**src/core/bdcts_pkg.sv**
```systemverilog
/*
 Constants for the channel training status block.
 Assumes a 16-bit configuration register port with byte offsets.
*/
package bdcts_pkg;
    localparam int NUM_CHAN = 2;
    localparam int NUM_LANES = 14;
    localparam int IDLE_LANES = 3;
    localparam int CFG_W = 4;
    // Register offsets
    localparam logic [7:0] OFS_CHCFG_A = 8'h48;
    localparam logic [7:0] OFS_CHCFG_B = 8'h4a;
    localparam logic [7:0] OFS_STS_A = 8'h58;
    localparam logic [7:0] OFS_STS_B = 8'h5a;
    localparam logic [7:0] OFS_PRES_A = 8'h64;
    localparam logic [7:0] OFS_PRES_B = 8'h66;
    // Field positions
    localparam int FS_BIT = 8;
    localparam int NB_LSB = 4;
    localparam int SB_LSB = 0;
    // Reset values and masks
    localparam logic [15:0] CHCFG_RST = 16'h00ff;
    localparam logic [15:0] CHCFG_MASK = 16'h01ff;
    localparam logic [15:0] STS_RST = 16'h0000;
    localparam logic [15:0] PRES_RST = 16'h0000;
    localparam logic [3:0] LANE_CFG_DEF = 4'hf;
    localparam logic [31:0] ALL_ONES = 32'hffff_ffff;
    // Initialization pattern codes
    localparam logic [2:0] PAT_TS0 = 3'h0;
    localparam logic [2:0] PAT_TS1 = 3'h1;
    localparam logic [2:0] PAT_TS3 = 3'h3;
endpackage : bdcts_pkg

```
**src/core/bdcts_lane_detect.sv**
```systemverilog
/*
 Per-channel northbound lane pattern detection status.
 Assumes the receiver flags each lane match and the end of each pattern instance.
*/
`timescale 1ns/10ps
module bdcts_lane_detect (
    // Clock and reset
    input wire logic clk_sys_in,
    input wire logic reset_in,
    // Channel command state
    input wire logic in_init_in,
    input wire logic reset_done_in,
    input wire logic enable_in,
    input wire logic [2:0] pattern_in,
    input wire logic [3:0] buffer_identifier_in,
    input wire logic map_sel_exp_in,
    input wire logic [23:0] test_param_exp_in,
    // Receiver observations
    input wire logic rx_pattern_end_in,
    input wire logic [13:0] rx_lane_match_in,
    input wire logic [3:0] rx_buffer_id_in,
    input wire logic rx_map_sel_in,
    input wire logic [23:0] rx_test_param_in,
    input wire logic rx_stress_ok_in,
    // Status
    output logic [13:0] lane_pattern_seen_out
);
    logic [13:0] seen;
    logic prev_en;
    logic [2:0] prev_pat;
    logic [13:0] next_seen;
    logic cmd_changed;
    logic id_ok;
    logic ts1_ok;
    logic [13:0] cand;

    always_comb
    begin
        cmd_changed = (enable_in != prev_en) || (pattern_in != prev_pat);
        id_ok = rx_buffer_id_in == buffer_identifier_in;
        ts1_ok = (pattern_in != bdcts_pkg::PAT_TS1) ||
                 ((rx_map_sel_in == map_sel_exp_in) &&
                  (rx_test_param_in == test_param_exp_in) && rx_stress_ok_in);
        if (!enable_in)
        begin
            // Idle: only the low lanes, and only after channel reset
            cand = reset_done_in ? {11'h000, rx_lane_match_in[2:0]} : 14'h0000;
        end
        else
        begin
            cand = (id_ok && ts1_ok) ? rx_lane_match_in : 14'h0000;
        end
        next_seen = seen;
        // Status outside init states is held, not refreshed
        if (in_init_in && (rx_pattern_end_in || cmd_changed))
        begin
            next_seen = cand;
        end
    end

    always_ff @(posedge clk_sys_in)
    begin
        if (reset_in)
        begin
            seen <= bdcts_pkg::STS_RST[13:0];
            prev_en <= 1'b0;
            prev_pat <= bdcts_pkg::PAT_TS0;
        end
        else
        begin
            seen <= next_seen;
            prev_en <= enable_in;
            prev_pat <= pattern_in;
        end
    end

    assign lane_pattern_seen_out = seen;
endmodule : bdcts_lane_detect

```
**src/core/bdcts_status.sv**
```systemverilog
/*
 Training status, lane configuration and slot-present gating for two channels.
 Assumes a config port of single-cycle read and write strobes and a link layer
 that reports pattern ends, fast-reset TS1 outcomes and buffer access requests.
*/
`timescale 1ns/10ps
module bdcts_status (
    // Clock and reset
    input wire logic clk_sys_in,
    input wire logic reset_in,
    // Configuration register port
    input wire logic cfg_wr_in,
    input wire logic cfg_rd_in,
    input wire logic [7:0] cfg_addr_in,
    input wire logic [15:0] cfg_wdata_in,
    output logic [15:0] cfg_rdata_out,
    output logic cfg_rvalid_out,
    // Per-channel command state
    input wire logic [1:0] in_init_in,
    input wire logic [1:0] reset_done_in,
    input wire logic [1:0] cmd_enable_in,
    input wire logic [1:0][2:0] init_pattern_select_in,
    input wire logic [1:0][3:0] buffer_identifier_in,
    input wire logic [1:0] map_sel_exp_in,
    input wire logic [1:0][23:0] test_param_exp_in,
    // Per-channel receiver observations
    input wire logic [1:0] rx_pattern_end_in,
    input wire logic [1:0][13:0] rx_lane_match_in,
    input wire logic [1:0][3:0] rx_buffer_id_in,
    input wire logic [1:0] rx_map_sel_in,
    input wire logic [1:0][23:0] rx_test_param_in,
    input wire logic [1:0] rx_stress_ok_in,
    // Fast reset and training progress
    input wire logic [1:0] bitlock_timeout_in,
    input wire logic [1:0] fr_ts1_done_in,
    input wire logic [1:0][3:0] ts1_nb_result_in,
    input wire logic [1:0][3:0] ts1_sb_result_in,
    // Channel drive
    output logic [1:0] tx_electrical_idle_out,
    output logic [1:0][2:0] tx_pattern_out,
    output logic [1:0][3:0] tx_buffer_identifier_out,
    output logic [1:0] tx_cfg_valid_out,
    output logic [1:0][3:0] tx_nb_cfg_out,
    output logic [1:0][3:0] tx_sb_cfg_out,
    output logic [1:0][13:0] retrain_skip_out,
    output logic [1:0] ts0_advance_out,
    // Buffer configuration requests
    input wire logic amb_req_in,
    input wire logic amb_req_via_window_in,
    input wire logic amb_req_chan_in,
    input wire logic [3:0] amb_req_slot_in,
    input wire logic amb_req_write_in,
    output logic amb_fwd_out,
    output logic amb_fwd_via_window_out,
    output logic amb_fwd_chan_out,
    output logic [3:0] amb_fwd_slot_out,
    output logic amb_fwd_write_out,
    output logic amb_local_done_out,
    output logic [31:0] amb_local_rdata_out
);
    logic [1:0][15:0] chcfg;
    logic [1:0][15:0] slot_mask;
    logic [1:0][13:0] failed;
    logic [1:0][13:0] seen;
    logic [1:0][15:0] next_chcfg;
    logic [1:0][15:0] next_slot_mask;
    logic [1:0][13:0] next_failed;
    logic [15:0] next_rdata;
    logic next_rvalid;
    logic present;

    // Slot select n is gated by mask bit n
    function automatic logic slot_ok(input logic [15:0] mask, input logic [3:0] sel);
        slot_ok = mask[sel];
    endfunction : slot_ok

    function automatic logic [15:0] sts_word(input logic [13:0] lanes);
        sts_word = {2'b00, lanes};
    endfunction : sts_word

    genvar gc;
    generate
        for (gc = 0; gc < bdcts_pkg::NUM_CHAN; gc++)
        begin : g_chan
            bdcts_lane_detect u_det (
                .clk_sys_in(clk_sys_in),
                .reset_in(reset_in),
                .in_init_in(in_init_in[gc]),
                .reset_done_in(reset_done_in[gc]),
                .enable_in(cmd_enable_in[gc]),
                .pattern_in(init_pattern_select_in[gc]),
                .buffer_identifier_in(buffer_identifier_in[gc]),
                .map_sel_exp_in(map_sel_exp_in[gc]),
                .test_param_exp_in(test_param_exp_in[gc]),
                .rx_pattern_end_in(rx_pattern_end_in[gc]),
                .rx_lane_match_in(rx_lane_match_in[gc]),
                .rx_buffer_id_in(rx_buffer_id_in[gc]),
                .rx_map_sel_in(rx_map_sel_in[gc]),
                .rx_test_param_in(rx_test_param_in[gc]),
                .rx_stress_ok_in(rx_stress_ok_in[gc]),
                .lane_pattern_seen_out(seen[gc])
            );
        end
    endgenerate

    // Register writes and fast-reset updates
    always_comb
    begin
        next_chcfg = chcfg;
        next_slot_mask = slot_mask;
        next_failed = failed;
        if (cfg_wr_in)
        begin
            case (cfg_addr_in)
                bdcts_pkg::OFS_CHCFG_A: next_chcfg[0] = cfg_wdata_in & bdcts_pkg::CHCFG_MASK;
                bdcts_pkg::OFS_CHCFG_B: next_chcfg[1] = cfg_wdata_in & bdcts_pkg::CHCFG_MASK;
                bdcts_pkg::OFS_PRES_A: next_slot_mask[0] = cfg_wdata_in;
                bdcts_pkg::OFS_PRES_B: next_slot_mask[1] = cfg_wdata_in;
                default: ;
            endcase
        end
        for (int c = 0; c < bdcts_pkg::NUM_CHAN; c++)
        begin
            // Clearing sticky failover forgets the failed lanes
            if (!next_chcfg[c][bdcts_pkg::FS_BIT])
            begin
                next_failed[c] = 14'h0000;
            end
            // Lanes still dark at bit-lock timeout are remembered as failed
            if (bitlock_timeout_in[c])
            begin
                next_failed[c] = next_failed[c] | ~seen[c];
            end
            // Hardware update wins over a same-cycle software write
            if (fr_ts1_done_in[c])
            begin
                if (!chcfg[c][bdcts_pkg::FS_BIT] ||
                    chcfg[c][bdcts_pkg::NB_LSB +: 4] == bdcts_pkg::LANE_CFG_DEF)
                begin
                    next_chcfg[c][bdcts_pkg::NB_LSB +: 4] = ts1_nb_result_in[c];
                end
                if (!chcfg[c][bdcts_pkg::FS_BIT] ||
                    chcfg[c][bdcts_pkg::SB_LSB +: 4] == bdcts_pkg::LANE_CFG_DEF)
                begin
                    next_chcfg[c][bdcts_pkg::SB_LSB +: 4] = ts1_sb_result_in[c];
                end
            end
        end
    end

    // Register reads; unmapped offsets read zero
    always_comb
    begin
        next_rvalid = cfg_rd_in;
        case (cfg_addr_in)
            bdcts_pkg::OFS_CHCFG_A: next_rdata = chcfg[0];
            bdcts_pkg::OFS_CHCFG_B: next_rdata = chcfg[1];
            bdcts_pkg::OFS_STS_A: next_rdata = sts_word(seen[0]);
            bdcts_pkg::OFS_STS_B: next_rdata = sts_word(seen[1]);
            bdcts_pkg::OFS_PRES_A: next_rdata = slot_mask[0];
            bdcts_pkg::OFS_PRES_B: next_rdata = slot_mask[1];
            default: next_rdata = 16'h0000;
        endcase
        if (!cfg_rd_in)
        begin
            next_rdata = cfg_rdata_out;
        end
    end

    // Window and select requests share the same gate
    assign present = slot_ok(slot_mask[amb_req_chan_in], amb_req_slot_in);

    always_ff @(posedge clk_sys_in)
    begin
        if (reset_in)
        begin
            chcfg <= {bdcts_pkg::CHCFG_RST, bdcts_pkg::CHCFG_RST};
            slot_mask <= {bdcts_pkg::PRES_RST, bdcts_pkg::PRES_RST};
            failed <= '0;
            cfg_rdata_out <= 16'h0000;
            cfg_rvalid_out <= 1'b0;
            tx_electrical_idle_out <= 2'b11;
            tx_pattern_out <= '0;
            tx_buffer_identifier_out <= '0;
            tx_cfg_valid_out <= 2'b00;
            tx_nb_cfg_out <= {bdcts_pkg::LANE_CFG_DEF, bdcts_pkg::LANE_CFG_DEF};
            tx_sb_cfg_out <= {bdcts_pkg::LANE_CFG_DEF, bdcts_pkg::LANE_CFG_DEF};
            retrain_skip_out <= '0;
            ts0_advance_out <= 2'b00;
            amb_fwd_out <= 1'b0;
            amb_fwd_via_window_out <= 1'b0;
            amb_fwd_chan_out <= 1'b0;
            amb_fwd_slot_out <= 4'h0;
            amb_fwd_write_out <= 1'b0;
            amb_local_done_out <= 1'b0;
            amb_local_rdata_out <= 32'h0000_0000;
        end
        else
        begin
            chcfg <= next_chcfg;
            slot_mask <= next_slot_mask;
            failed <= next_failed;
            cfg_rdata_out <= next_rdata;
            cfg_rvalid_out <= next_rvalid;
            for (int c = 0; c < bdcts_pkg::NUM_CHAN; c++)
            begin
                tx_electrical_idle_out[c] <= !cmd_enable_in[c];
                tx_pattern_out[c] <= init_pattern_select_in[c];
                tx_buffer_identifier_out[c] <= buffer_identifier_in[c];
                tx_cfg_valid_out[c] <= cmd_enable_in[c] &&
                    init_pattern_select_in[c] == bdcts_pkg::PAT_TS3;
                tx_nb_cfg_out[c] <= chcfg[c][bdcts_pkg::NB_LSB +: 4];
                tx_sb_cfg_out[c] <= chcfg[c][bdcts_pkg::SB_LSB +: 4];
                retrain_skip_out[c] <= chcfg[c][bdcts_pkg::FS_BIT] ? failed[c] : 14'h0000;
                // Failed lanes count as trained only under sticky failover
                ts0_advance_out[c] <= bitlock_timeout_in[c] ||
                    &(seen[c] | (chcfg[c][bdcts_pkg::FS_BIT] ? failed[c] : 14'h0000));
            end
            amb_fwd_out <= amb_req_in && present;
            amb_fwd_via_window_out <= amb_req_via_window_in;
            amb_fwd_chan_out <= amb_req_chan_in;
            amb_fwd_slot_out <= amb_req_slot_in;
            amb_fwd_write_out <= amb_req_write_in;
            amb_local_done_out <= amb_req_in && !present;
            amb_local_rdata_out <= bdcts_pkg::ALL_ONES;
        end
    end
endmodule : bdcts_status

```
**config.mk**
```make
export PLATFORM = sky130hd
export DESIGN_NAME = bdcts_status
export DESIGN_NICKNAME = d
export VERILOG_FILES = /design/src/core/bdcts_pkg.sv /design/src/core/bdcts_lane_detect.sv /design/src/core/bdcts_status.sv
export SDC_FILE = /design/constraint.sdc
export NUM_CORES = 1
export LEC_CHECK = 0
export BUFFER_PORTS_ARGS = -buffer_cell sky130_fd_sc_hd__buf_4
export CAP_MARGIN = 20
export CORE_UTILIZATION = 38
export DETAILED_ROUTE_END_ITERATION = 6
export GPL_ROUTABILITY_DRIVEN = 0
export PLACE_DENSITY = 0.63
export SLEW_MARGIN = 15
export SYNTH_ARGS = -nofsm -noshare
export SYNTH_HDL_FRONTEND = slang
export SYNTH_SLANG_ARGS = --single-unit
```
**constraint.sdc**
```tcl
create_clock -name clk_sys_in -period 4.14 [get_ports clk_sys_in]
set_clock_uncertainty 0.1 [all_clocks]
set_input_delay 0.414 -clock clk_sys_in [delete_from_list [all_inputs] [get_ports clk_sys_in]]
set_output_delay 0.414 -clock clk_sys_in [all_outputs]
set_load 0.1 [all_outputs]
```
-- Yosys cells after proc, flatten, opt, wreduce, memory -nomap -nowiden
Index checks and enable logic that the tools add are counted.
- register bits: 230
- equality and inequality tests: 24
- magnitude comparators: 2
- mux-type cells: 27
- reductions and logical operators: 33
- bitwise logic cells: 6
- operators with widths (cell ; number):
    14-bit two-way mux ; 10
    16-bit one-hot mux with 6 select lines ; 1
    14-bit bitwise OR ; 4
    24-bit == test ; 2
    8-bit by 7-bit == test with 1-bit output (second input constant) ; 6
    16-bit two-way mux ; 2
    32-bit two-way mux ; 1
    14-bit NOT ; 2
    14-bit AND reduction ; 2
    25-bit two-way mux ; 1
    9-bit two-way mux ; 2
    4-bit == test (second input constant) ; 4
    4-bit two-way mux ; 4
    8-bit two-way mux ; 2
    1-bit logical AND ; 12
    1-bit logical OR ; 12
    4-bit == test ; 2
    3-bit by 2-bit == test with 1-bit output (second input constant) ; 2
    3-bit two-way mux ; 2
    3-bit by 1-bit inequality test with 1-bit output (second input constant) ; 2
    3-bit inequality test ; 2
    1-bit zero test ; 5
    4-bit by 5-bit less-than comparator with 1-bit output (second input constant) ; 1
    1-bit binary-select mux with 4-bit select ; 1
    other kinds (5) ; 8

-- Depth between registers and ports, before layout
- depth in word-level cells: 7
- depth in mapped cells: 7
- depth with buffers taken out: 6

-- Cells and area by module
A second synthesis with hierarchy kept.
- cells, all modules: 912
- area, all modules: 8804.7 µm²
- modules (own cells, without submodules) (module ; area an instance (µm²) ; times used ; cells an instance):
    bdcts_status ; 6787.8 ; 1 ; 698
    bdcts_lane_detect ; 1008.5 ; 2 ; 107

-- Worst setup path before layout
Ideal clock, no wire load.
- kind: register -> register
- start point: reg g_chan[0].u_det.prev_pat[2]
- end point: reg g_chan[0].u_det.seen[10]
- cell stages (with the launch flop): 6
- clock period less this slack: 2.564 ns
- path buffers: 0
- path slack: 1.576 ns
- library setup time: 0.071 ns
- data required time: 3.969 ns
- arrival: 2.393 ns
- cell sequence: dfxtp_1 xor2_1 or4_1 o21a_1 nor2_1 o2bb2ai_1
- longest elaborated chain between the ends: 4
- ends and longest elaborated chain (item ; RTL line ; source):
    start, declared ; bdcts_lane_detect.sv:30 ; logic [2:0] prev_pat;
    start signal, assigned ; bdcts_lane_detect.sv:67 ; prev_pat <= bdcts_pkg::PAT_TS0;
    start signal, assigned ; bdcts_lane_detect.sv:73 ; prev_pat <= pattern_in;
    3-bit inequality test ; bdcts_lane_detect.sv:39 ; cmd_changed = (enable_in != prev_en) || (pattern_in != prev_pat);
    1-bit logical OR ; bdcts_lane_detect.sv:39 ;
    1-bit logical OR ; bdcts_lane_detect.sv:55 ; if (in_init_in && (rx_pattern_end_in || cmd_changed))
    1-bit logical AND ; bdcts_lane_detect.sv:55 ;
    end signal, assigned ; bdcts_lane_detect.sv:65 ; seen <= bdcts_pkg::STS_RST[13:0];
    end signal, assigned ; bdcts_lane_detect.sv:71 ; seen <= next_seen;
    end, declared ; bdcts_lane_detect.sv:28 ; logic [13:0] seen;
Every way passes these cells.
A chain may end at the register's enable or synchronous reset.

-- Worst setup path in the final report
- start point: in cfg_addr_in[0]
- end point: reg failed[27] (netlist name)
- longest elaborated chain between the ends: 6
- ends and longest elaborated chain (item ; RTL line ; source):
    start, declared ; bdcts_status.sv:14 ; input wire logic [7:0] cfg_addr_in,
    8-bit by 7-bit == test with 1-bit output * ; bdcts_status.sv:114 ; case (cfg_addr_in)
    9-bit two-way mux * ; bdcts_status.sv:114 ;
    25-bit two-way mux * ; bdcts_status.sv:112 ; if (cfg_wr_in)
    14-bit two-way mux * ; bdcts_status.sv:125 ; if (!next_chcfg[c][bdcts_pkg::FS_BIT])
    14-bit bitwise OR ; bdcts_status.sv:132 ; next_failed[c] = next_failed[c] | ~seen[c];
    14-bit two-way mux * ; bdcts_status.sv:130 ; if (bitlock_timeout_in[c])
    end signal, assigned ; bdcts_status.sv:202 ; failed <= next_failed;
    end, declared ; bdcts_status.sv:63 ; logic [1:0][13:0] failed;
Every way passes the cells marked *; elsewhere a longest branch is shown, timed or not.

==> run metrics <==
Gate power share=18.1%; CTS tree=yes; Reg2Reg Depth=5; EDFF count, synth=0; Slew @ Worst Pin=1.04 ns; VDD IR-drop max=about 0.00026 V; status=finished, violations left; YS warnings=0; part of the power in registers=44.5%; drt first-iter violations=between 400 and 500; post-route setup TNS=0 ns; Final Cycle Share=59.0%; Die Footprint=between 20000 and 25000 um^2; mapped cell area=slightly below 9000 um^2; clock latency on the worst-skew pair=between 0.4 and 0.5 ns; top post-synthesis cells by area=dfxtp_1, mux2i_1, xnor2_1, o2bb2ai_1, mux2_2; total CTS buffers=17; clock sinks=199; largest net degree at the start of global routing=63; std cell rows=54; CP bufs+invs=1; critical-path cell list=buf_4, or3b_1, nor4_4, mux2i_1, nor2_2, o2bb2ai_1; Layout Nets=~1400; Die Width=between 150 and 200 um; vias in the first global route=between 7000 and 8000; RSZ-0062 raised after global routing=false; Net Sw Frac=between 30% and 40%; area share of the largest cell type after synthesis=between 40 and 50%; max-slew violation count=0; Post-Route Utilization=53.2%; R2R Setup Slk=1.85 ns; Net Count, Synth=1070; Seq/Total Area, Yosys=a little under half; reg-to-reg startpoint=g_chan[0].u_det.prev_pat[2]$_SDFF_PP0_; CP startpoint kind=primary input; max_cap viols=0; dpl hpwl=around 20 mm; Layout area overhead=35.5%; PD cells=386 nW/um^2; crit path DAT=around 2.7 ns; Hold Fails Final Rpt=0; Die Y=approximately 150 um; largest area contributor in the netlist=dfxtp_1; CTS resizes=0; end of the critical path=failed[27]$_SDFF_PP0_; cell family with most CP delay=simple AND/OR/NAND/NOR gates; antenna-violating nets left=0; leakage=about 5.1 nW; initial antenna violation count=0; Final min period=2.44 ns; layout cells sized above 1=38.7%; Synth async-reset ratio=0%; Pint=approximately 3.1 mW; clock-pin transition on the worst setup and hold timing paths=around 0.07 ns; end of the worst register-to-register path=g_chan[0].u_det.lane_pattern_seen_out[4]$_SDFFE_PP0P_; Hold Buf Count CTS=0; grt total ovfl=0; clock root buffer=clkbuf_16; violations in the final reports=DRC; GRT Resource Usage Total=22.4%; fin cells=about 1400; Setup CP Type=primary input to flop; setup bufs post-CTS=0; slowest stage delay, CP=~0.64 ns; Max H-tree Level=4; routed wire length=26.4 mm; Syn Area/Cell=slightly above 10 um^2; Crit path depth=6; global-route wire length before repair=roughly 40 mm; Clock power frac=37.4%; CP max stage cell=nor4_4; crit path from=cfg_addr_in[0]; Setup crit end kind=flop; Distinct cells, synth=between 40 and 50; CP Max Fanout=15; Avg Vias per Cell=~5.2; CTS Buffer Depth=2; DRC violations left=1; # IOs=between 300 and 400; Vias=between 7000 and 8000; 1st-pass router iterations=7; synthesized flop and latch total=between 150 and 200; total placed cells including tap cells=between 1000 and 1500; switching pwr=1.40 mW; setup violators final=0; Main synth FF type=dfxtp_1; Core Region=approximately 22000 um^2; Routed wire per std cell=roughly 18 um; slew margin rel.=between 30 and 40%; min-delay worst type=primary input to flop; Antenna Diode Count=0; starting density of the core=just under 40%; I/O Buffers=~340; Mapped Cells=about 850; f_max=slightly above 0.4 GHz; CP required=approximately 4.4 ns
==> layer usage <==
layer  part of all wire (%)  routed length (um)  vias to the layer above  global-route usage [%]
met5                      0                   0                        -                       0
met3                    7.1                1860                       25                    5.36
met1                     43               11400                     3474                    29.4
met2                     48               12800                      290                    37.0
met4                    1.3                 343                        0                    5.24
li1                       -                   -                     3585                       -
==> power groups by stage <==
stage	logic, mW	registers, mW	clock network (mW)
after floorplan	0.345	2.24	0
after global routing	0.861	2.02	1.81
after global placement	0.818	2.06	0
after detailed placement	0.821	2.06	0
final	0.820	2.02	1.70
after CTS	0.822	2.02	1.73
==> Yosys cell counts, types with 3 or more instances <==
cell / number
mux2_2: 32
clkbuf_1: 39
dfxtp_1: 199
and2_1: 28
xor2_1: 8
mux4_2: 10
or3b_2: 3
buf_2: 3
nor2b_1: 25
nand2b_1: 3
nor2_2: 3
o2bb2ai_1: 48
a2bb2oi_1: 5
or4_1: 3
nand3_1: 28
buf_1: 3
nor3_1: 5
a31oi_1: 5
a222oi_1: 9
a21oi_1: 33
nand2_1: 39
or2_2: 17
xnor2_1: 58
inv_1: 12
nor2_1: 58
buf_4: 31
a21boi_1: 4
mux2i_1: 66
a211oi_1: 15
nor4_1: 7
nand4_1: 22
buf_6: 4
o21ai_0: 10
==> flip-flops by register name, summed over array words and instances (netlist names) <==
name and flops:
slot_mask 32, failed 28, g_chan.u_det.lane_pattern_seen_out 28, retrain_skip_out 28, chcfg 18, cfg_rdata_out 16
tx_buffer_identifier_out 8, tx_nb_cfg_out 8, tx_sb_cfg_out 8, g_chan.u_det.prev_pat 6, amb_fwd_slot_out 4, g_chan.u_det.prev_en 2
ts0_advance_out 2, tx_cfg_valid_out 2, tx_electrical_idle_out 2, amb_fwd_chan_out 1, amb_fwd_out 1, amb_fwd_via_window_out 1
amb_fwd_write_out 1, amb_local_done_out 1, amb_local_rdata_out 1, cfg_rvalid_out 1
==> worst reg2reg max path: cells and delay by family, from the launching register on <==
family	cells	cell delay [ns]
AND/OR/NAND/NOR	2	1.20
flip-flops	1	0.33
XOR/XNOR	1	0.15
AO/OA/AOI/OAI	2	0.44
==> metrics by stage <==
step / hold slack [ns] / total power, mW / worst slack, ns / instance area, um^2
final: 0.0937 / 4.53 / 1.70 / 11800
after global placement: 0.360 / 2.88 / 1.31 / 11100
after floorplan: 0.339 / 2.59 / 1.58 / 8680
after detailed placement: 0.367 / 2.88 / 1.28 / 11100
after CTS: 0.0787 / 4.57 / 1.71 / 11700
after global routing: 0.0817 / 4.69 / 1.61 / 11800
==> cell families after synthesis <==
logic type | count (synthesis) | synth area share, %
xor+xnor | 66 | 6.66
buf+inv | 92 | 5.71
mux | 108 | 14.4
compound gates | 139 | 12.0
flops | 199 | 45.9
simple gates | 250 | 15.4
==> worst min-delay path by stage <==
stage	from	endpoint	slack (ns)	cells past startpoint
floorplan	g_chan[1].u_det.lane_pattern_seen_out[8]$_SDFFE_PP0P_	failed[22]$_SDFF_PP0_	0.34	1
CTS	amb_req_write_in	amb_fwd_write_out$_SDFF_PP0_	0.08	2
detailed placement	g_chan[0].u_det.lane_pattern_seen_out[6]$_SDFFE_PP0P_	failed[6]$_SDFF_PP0_	0.37	1
global route	ts1_nb_result_in[3]	chcfg[7]$_SDFF_PP1_	0.08	3
global placement	cfg_rdata_out[14]$_SDFFE_PP0P_	cfg_rdata_out[14]$_SDFFE_PP0P_	0.36	2
finish	amb_req_write_in	amb_fwd_write_out$_SDFF_PP0_	0.09	2
==> area by class of cell <==
class / instances / area (um^2)
flip-flops and latches: 199 / 3980
multi-input cells: 563 / 4200
fillers: 2009 / 10300
well taps: 280 / 350
inverters: 12 / 45.0
repair buffers: 343 / 2570
clock buffers: 17 / 425
clock inverters: 15 / 176
==> layout by cell type (no fill, tap or decap), types with 8 or more instances in the layout <==
master | synthesis | routed
and2_1 | 28 | 28
o2bb2ai_1 | 48 | 48
mux4_2 | 10 | 10
clkbuf_16 | 0 | 17
a222oi_1 | 9 | 9
nand3_1 | 28 | 28
mux2_2 | 32 | 32
nand2_1 | 39 | 39
inv_1 | 12 | 12
buf_4 | 31 | 342
xnor2_1 | 58 | 58
xor2_1 | 8 | 8
nor2_1 | 58 | 58
a211oi_1 | 15 | 15
nor2b_1 | 25 | 25
nand4_1 | 22 | 22
a21oi_1 | 33 | 33
or2_2 | 17 | 17
o21ai_0 | 10 | 10
mux2i_1 | 66 | 66
dfxtp_1 | 199 | 199
Note: power is estimated with default switching activity, not from simulation.
